==> src/design/ofprt_cfg.svh <==
`ifndef OFPRT_CFG_SVH
`define OFPRT_CFG_SVH

`define OFPRT_SYS_CLK_NS 100
`define OFPRT_WIN_TIME_NS 300
`define OFPRT_WIN_CYCLES ((`OFPRT_WIN_TIME_NS + `OFPRT_SYS_CLK_NS - 1) / `OFPRT_SYS_CLK_NS)
`define OFPRT_POLL_GAP_NS 1000
`define OFPRT_POLL_CYCLES ((`OFPRT_POLL_GAP_NS + `OFPRT_SYS_CLK_NS - 1) / `OFPRT_SYS_CLK_NS)
`define OFPRT_PAD_BYTES 8'h01
`define OFPRT_DATA_RESET 8'h00

`endif

==> src/design/ofprt_pkg.sv <==
package ofprt_pkg;

    typedef enum logic [1:0] {
        RD_IDLE,
        RD_DELAY,
        RD_OPEN,
        RD_DONE
    } ofprt_rd_state_t;

    typedef enum logic [1:0] {
        PL_IDLE,
        PL_WAIT,
        PL_ASK,
        PL_CHECK
    } ofprt_poll_state_t;

endpackage

==> src/design/ofprt_read_tuning.sv <==
`timescale 1ns/1ns
`include "ofprt_cfg.svh"

module ofprt_read_tuning #(
    parameter int DATA_W = 8,
    parameter int DELAY_W = 4,
    parameter int LEN_W = 8,
    parameter int WIN_CYCLES = `OFPRT_WIN_CYCLES,
    parameter int POLL_CYCLES = `OFPRT_POLL_CYCLES
) (
    input wire logic sys_clk,                   // System clock, 10 MHz
    input wire logic reset_n,                   // Asynchronous reset, active low
    input wire logic phy_enable,                // PHY module in use
    input wire logic pipeline_mode,             // PHY pipeline mode setting
    input wire logic [DELAY_W-1:0] read_delay,  // Window delay in cycles
    input wire logic read_start,                // Pulse: begin a read
    input wire logic [LEN_W-1:0] read_len,      // Bytes wanted by the requester
    input wire logic sw_command_read,           // Read comes from software_command_path
    input wire logic flash_dqs,                 // Data strobe from flash
    input wire logic [DATA_W-1:0] flash_data,   // Read data from flash
    input wire logic launch_sample,             // Own capture tick, PHY off
    input wire logic auto_poll_enable,          // Automatic busy polling wanted
    input wire logic write_done,                // Pulse: page program issued
    input wire logic status_valid,              // Pulse: status byte returned
    input wire logic status_busy,               // Busy bit of returned status
    output logic [DATA_W-1:0] rd_data,          // Captured byte
    output logic rd_valid,                      // Pulse: rd_data is new
    output logic rd_done,                       // Pulse: read finished
    output logic rd_busy,                       // Read in progress
    output logic [LEN_W-1:0] rd_total,          // Bytes asked of the flash
    output logic capture_miss,                  // Sticky: strobe before window or window expired unstrobed, PHY on
    output logic pipeline_misuse,               // Sticky: read under delay without pipeline
    output logic auto_poll_active,              // Automatic polling allowed now
    output logic poll_request,                  // Pulse: issue a status read
    output logic poll_done                      // Pulse: flash no longer busy
);

    ofprt_pkg::ofprt_rd_state_t rd_state;
    ofprt_pkg::ofprt_poll_state_t pl_state;
    logic [DELAY_W-1:0] delay_lat;
    logic [DELAY_W-1:0] delay_cnt;
    logic [7:0] win_cnt;
    logic [LEN_W-1:0] remain;
    logic phy_lat;
    logic dqs_q;
    logic [15:0] poll_cnt;
    logic dqs_edge;
    logic capture;
    logic miss_event;
    logic delay_scheme;

    assign dqs_edge = flash_dqs & ~dqs_q;
    // Strobe only counts while the window is open
    assign capture = phy_lat ? (rd_state == ofprt_pkg::RD_OPEN) && dqs_edge
                             : (rd_state == ofprt_pkg::RD_OPEN) && launch_sample;
    assign miss_event = phy_lat && dqs_edge && (rd_state == ofprt_pkg::RD_DELAY);
    assign delay_scheme = phy_enable && (read_delay != '0);
    assign auto_poll_active = auto_poll_enable && !delay_scheme;
    assign rd_busy = (rd_state != ofprt_pkg::RD_IDLE);

    always_ff @(posedge sys_clk or negedge reset_n) begin
        if (!reset_n) begin
            dqs_q <= 1'b0;
        end else begin
            dqs_q <= flash_dqs;
        end
    end

    // Delay and mode are frozen per read; changes mid read would split the eye
    always_ff @(posedge sys_clk or negedge reset_n) begin
        if (!reset_n) begin
            delay_lat <= '0;
            phy_lat <= 1'b0;
            rd_total <= '0;
        end else if (read_start && rd_state == ofprt_pkg::RD_IDLE) begin
            delay_lat <= read_delay;
            phy_lat <= phy_enable;
            if (sw_command_read) begin
                rd_total <= read_len + LEN_W'(`OFPRT_PAD_BYTES);
            end else begin
                rd_total <= read_len;
            end
        end
    end

    always_ff @(posedge sys_clk or negedge reset_n) begin
        if (!reset_n) begin
            rd_state <= ofprt_pkg::RD_IDLE;
            delay_cnt <= '0;
            win_cnt <= 8'h00;
            remain <= '0;
        end else begin
            case (rd_state)
                ofprt_pkg::RD_IDLE: begin
                    if (read_start) begin
                        remain <= sw_command_read ?
                                  read_len + LEN_W'(`OFPRT_PAD_BYTES) : read_len;
                        delay_cnt <= read_delay;
                        rd_state <= (read_len == '0 && !sw_command_read) ?
                                    ofprt_pkg::RD_DONE : ofprt_pkg::RD_DELAY;
                    end
                end
                ofprt_pkg::RD_DELAY: begin
                    // Each extra delay count shifts the window one cycle later
                    if (delay_cnt == '0) begin
                        win_cnt <= 8'(WIN_CYCLES);
                        rd_state <= ofprt_pkg::RD_OPEN;
                    end else begin
                        delay_cnt <= delay_cnt - DELAY_W'(1);
                    end
                end
                ofprt_pkg::RD_OPEN: begin
                    if (capture || win_cnt == 8'h01) begin
                        // Window re-arms per byte; a missed byte still counts down
                        delay_cnt <= delay_lat;
                        remain <= remain - LEN_W'(1);
                        rd_state <= (remain == LEN_W'(1)) ?
                                    ofprt_pkg::RD_DONE : ofprt_pkg::RD_DELAY;
                    end else begin
                        win_cnt <= win_cnt - 8'h01;
                    end
                end
                ofprt_pkg::RD_DONE: begin
                    rd_state <= ofprt_pkg::RD_IDLE;
                end
                default: begin
                    rd_state <= ofprt_pkg::RD_IDLE;
                end
            endcase
        end
    end

    always_ff @(posedge sys_clk or negedge reset_n) begin
        if (!reset_n) begin
            rd_data <= DATA_W'(`OFPRT_DATA_RESET);
            rd_valid <= 1'b0;
            rd_done <= 1'b0;
        end else begin
            rd_valid <= capture;
            rd_done <= (rd_state == ofprt_pkg::RD_DONE);
            if (capture) begin
                rd_data <= flash_data;
            end
        end
    end

    // Window expiry with no strobe is a miss as well; set beats clear
    always_ff @(posedge sys_clk or negedge reset_n) begin
        if (!reset_n) begin
            capture_miss <= 1'b0;
        end else if (miss_event || (phy_lat && rd_state == ofprt_pkg::RD_OPEN
                                    && !capture && win_cnt == 8'h01)) begin
            capture_miss <= 1'b1;
        end else if (read_start && rd_state == ofprt_pkg::RD_IDLE) begin
            capture_miss <= 1'b0;
        end
    end

    // Flags host sequencing slips; the device still performs the read
    always_ff @(posedge sys_clk or negedge reset_n) begin
        if (!reset_n) begin
            pipeline_misuse <= 1'b0;
        end else if (read_start && rd_state == ofprt_pkg::RD_IDLE
                     && delay_scheme && !pipeline_mode) begin
            pipeline_misuse <= 1'b1;
        end else if (read_start && rd_state == ofprt_pkg::RD_IDLE) begin
            pipeline_misuse <= 1'b0;
        end
    end

    // Automatic busy polling; dropped at once if the delay scheme comes on
    always_ff @(posedge sys_clk or negedge reset_n) begin
        if (!reset_n) begin
            pl_state <= ofprt_pkg::PL_IDLE;
            poll_cnt <= 16'h0000;
            poll_request <= 1'b0;
            poll_done <= 1'b0;
        end else begin
            poll_request <= 1'b0;
            poll_done <= 1'b0;
            if (!auto_poll_active) begin
                pl_state <= ofprt_pkg::PL_IDLE;
            end else begin
                case (pl_state)
                    ofprt_pkg::PL_IDLE: begin
                        if (write_done) begin
                            poll_cnt <= 16'(POLL_CYCLES);
                            pl_state <= ofprt_pkg::PL_WAIT;
                        end
                    end
                    ofprt_pkg::PL_WAIT: begin
                        if (poll_cnt <= 16'h0001) begin
                            pl_state <= ofprt_pkg::PL_ASK;
                        end else begin
                            poll_cnt <= poll_cnt - 16'h0001;
                        end
                    end
                    ofprt_pkg::PL_ASK: begin
                        poll_request <= 1'b1;
                        pl_state <= ofprt_pkg::PL_CHECK;
                    end
                    ofprt_pkg::PL_CHECK: begin
                        if (status_valid && status_busy) begin
                            poll_cnt <= 16'(POLL_CYCLES);
                            pl_state <= ofprt_pkg::PL_WAIT;
                        end else if (status_valid) begin
                            poll_done <= 1'b1;
                            pl_state <= ofprt_pkg::PL_IDLE;
                        end
                    end
                    default: begin
                        pl_state <= ofprt_pkg::PL_IDLE;
                    end
                endcase
            end
        end
    end

endmodule

==> config.mk <==
export PLATFORM = sky130hd
export DESIGN_NAME = ofprt_read_tuning
export DESIGN_NICKNAME = d
export VERILOG_FILES = /design/src/design/ofprt_pkg.sv /design/src/design/ofprt_read_tuning.sv
export VERILOG_INCLUDE_DIRS = /design/src /design/src/design
export SDC_FILE = /design/constraint.sdc
export NUM_CORES = 1
export LEC_CHECK = 0
export BUFFER_PORTS_ARGS = -buffer_cell sky130_fd_sc_hd__buf_4
export CORE_MARGIN = 1
export CORE_UTILIZATION = 55
export DETAILED_ROUTE_END_ITERATION = 6
export GPL_ROUTABILITY_DRIVEN = 0
export GPL_TIMING_DRIVEN = 0
export HOLD_SLACK_MARGIN = 0.08
export PLACE_DENSITY = 0.77
export REMOVE_ABC_BUFFERS = 1
export SYNTH_ARGS = -nofsm -noshare
export SYNTH_HDL_FRONTEND = slang
export SYNTH_SLANG_ARGS = --single-unit
==> constraint.sdc <==
create_clock -name sys_clk -period 2.8 [get_ports sys_clk]
set_input_delay 0.28 -clock sys_clk [delete_from_list [all_inputs] [get_ports sys_clk]]
set_output_delay 0.28 -clock sys_clk [all_outputs]
set_load 0.005 [all_outputs]
==> flow_summary.toml <==
[status]
status = "completed"

[clock_tree]
cts.clk_slew.worst_paths_ps = 70
cts_tree = "built"
ctsHtreeMaxLevel = 3
numCtsBuffers = 9
worstSkewPairLatency_ps = 340
postCtsSetupRepairBufs = 0
cts_buffer_depth = 2
cts.sinks = 68
cts_root_buf = "clkbuf_8"

[power_and_ir_drop]
power_density_mw_per_mm2 = 880
p_leak_uw = 0.00213
peakVddDrop_uv = 502

[sta]
slew_headroom_pct = 42.9
fin_crit_sh_pct = 86.8
fin_hold_ws_ps = 104
rsz0062_at_grt = "false"
fin_skew_ps = 6.48
finalHoldViolCount = 0
fmax_mhz = 411
slew_viol_final = 0
worst_pin_slew_ps = 856
setup_viol = 0
period_needed_ps = 2430

[yosys]
synth.yosys.seq_area_share_pct = 42.8
synthFlopType = "dfrtp_1"
ys_seq_elements = 68
syn_avg_cell_area_um2 = 9.60
synth-edff-count = 0
netlist-cell-type-count = 56
syn_inst = 414
yosys_warnings = 0
async_flop_share_pct = 100
synth_area_mm2 = 0.00397

[route]
initialDrtViolationCount = 160
drc = 0
wirelength_um = 8650
wl_per_cell_um = 15.2
vias = 3319
drtPass1Iterations = 4
ant_nets = 0
via_per_inst = 5.82

[global_route]
grt_pass1_wl_um = 14300
grt_max_degree = 69
overflow = 0
grt_antenna_before_repair = 0
grt_pass1_vias = 3159
grt_usage_pct = 24.4

[critical_path]
cp_top_family = "adder cells"
crit_path_max_incr_delay_ps = 570
crit_chain = "inv_1, ha_2, nand3_1, o21a_1, nand3b_1, mux2_2"
r2r_setup_slack_ps = 370
startpoint_type = "register"
cp.required_ps = 3030
critPathKind = "reg -> reg"
critPathArrivalTime_ps = 2660
cp_slowest_cell = "ha_2"
cp_max_fo = 30
critPathCaptureType = "register"
timing.critical_path.buf_inv = 1

[layout]
final_cells = 570
final_nets = 521
post-route-util_pct = 68.4
fillers = 563
fin_area_mm2 = 0.00470
area_growth_pct = 18.2
drive_gt1_share_pct = 21.1
diodes = 0

[floorplanning]
die_width_um = 87
start_util_pct = 57.9
die_area_mm2 = 0.00757
die_h_um = 87
fp.coreArea_mm2 = 0.00687
core.rowCount = 30
ios = 56

[placement]
dp_hpwl_um = 6140
io_buffers = 55
dpl_cell_area_mm2 = 0.00446
dp.cells = 552

[min_path]
hold_class = "in -> reg"

[job]
max_cap_viol_count = 0
-- final cells by class --
class                      instances  area, µm²  share of cell area (%)
clock buffer                       9        124                    2.64
tap                               96        120                    2.56
clock inverter                     7       91.3                    1.94
multi-input combinational        307       2130                    45.4
inverter                          26       97.6                    2.08
timing repair buffer              57        433                    9.21
sequential                        68       1700                    36.2
-- metal layers --
layer	GRT usage, %	vias to the layer above	wire (µm)
met4	7.88	0	135
li1	-	1620	-
met5	0	-	0
met2	40.6	85	4190
met1	31.1	1601	3930
met3	6.07	13	393
-- final timing paths --
path                                       from               to  cells after the start
worst max-delay path                rd_state[0]     delay_cnt[3]                      6
worst min-delay path                status_busy        poll_done                      2
worst max register to register      rd_state[0]     delay_cnt[3]                      6
worst min register to register  pipeline_misuse  pipeline_misuse                      2
max in group asynchronous               reset_n        remain[5]                      2
min in group asynchronous               reset_n       win_cnt[3]                      2
-- where the power goes --
part / internal (µW) / total (µW) / leakage, µW / switching, µW
clock: 498 / 890 / 0.000109 / 392
sequential: 1300 / 1540 / 0.000850 / 240
combinational: 779 / 1700 / 0.00118 / 924
total: 2580 / 4140 / 0.00213 / 1560
-- flip-flops by register name (all words and copies together), names as in the netlist --
| signal | flops |
|---|---|
| rd_valid | 1 |
| poll_done | 1 |
| rd_done | 1 |
| pipeline_misuse | 1 |
| rd_state | 2 |
| poll_request | 1 |
| capture_miss | 1 |
| poll_cnt | 16 |
| rd_total | 8 |
| phy_lat | 1 |
| pl_state | 2 |
| dqs_q | 1 |
| delay_lat | 4 |
| win_cnt | 8 |
| rd_data | 8 |
| delay_cnt | 4 |
| remain | 8 |
-- stage by stage --
stage	setup TNS (ps)	setup slack, ps	total power (µW)
3_5_place_dp	-11.1	-5.63	3250
5_1_grt	0	92.4	4430
3_3_place_gp	0	76.7	3180
2_1_floorplan	0	571	2640
6_report	0	369	4140
4_1_cts	0	160	4160
-- kinds of logic (layout without fill, tap and decap cells) --
kind of cell,count (synthesis),count (layout),share of synthesized area (%)
xor+xnor,14,14,3.09
fa+ha+maj,20,20,6.30
flops,68,68,42.8
compound gates,91,91,16.5
simple gates,155,155,20.2
mux,27,27,7.40
buf+inv,39,99,3.68
-- cell usage after synthesis, types with 3 or more instances --
library cell	instances	area [µm²]
a211oi_1	4	30.0
or4_1	7	52.6
a21oi_1	11	55.1
and3_1	4	25.0
a22oi_1	3	22.5
nand2b_1	7	43.8
or3_1	5	31.3
xor2_1	10	87.6
nand4_1	11	68.8
o21ai_0	25	125
nor4_1	6	37.5
mux2_2	19	214
clkbuf_1	12	45.0
a221oi_1	3	26.3
nand2_1	41	154
nand3b_1	3	22.5
o31ai_1	6	45.0
xnor2_1	4	35.0
nor2_1	32	120
dfrtp_1	68	1700
o211ai_1	5	37.5
ha_1	20	250
nand3_1	12	60.1
mux2i_1	8	80.1
o311ai_0	3	26.3
nor3_1	14	70.1
inv_1	26	97.6
nor3b_1	3	22.5
a31oi_1	3	18.8
-- repair_timing --
item,4_1_cts,5_1_grt
endpoints found under the hold margin,63,0
hold buffers,2,0
endpoints found under the setup margin,2,5
gates resized for setup,1,1
pin swaps,0,0
-- cell usage in the layout, fill, tap and decap left out, types with 7 or more instances in the layout --
cell	instances
nand2_1	40
nor3_1	14
or4_1	7
dfrtp_1	68
ha_1	19
nand2b_1	7
o21ai_0	25
clkbuf_8	9
buf_4	55
nand4_1	11
mux2_2	19
xor2_1	10
inv_1	26
nor2_1	32
nand3_1	12
a21oi_1	11
mux2i_1	8
Power figures use the tool's default switching activity.
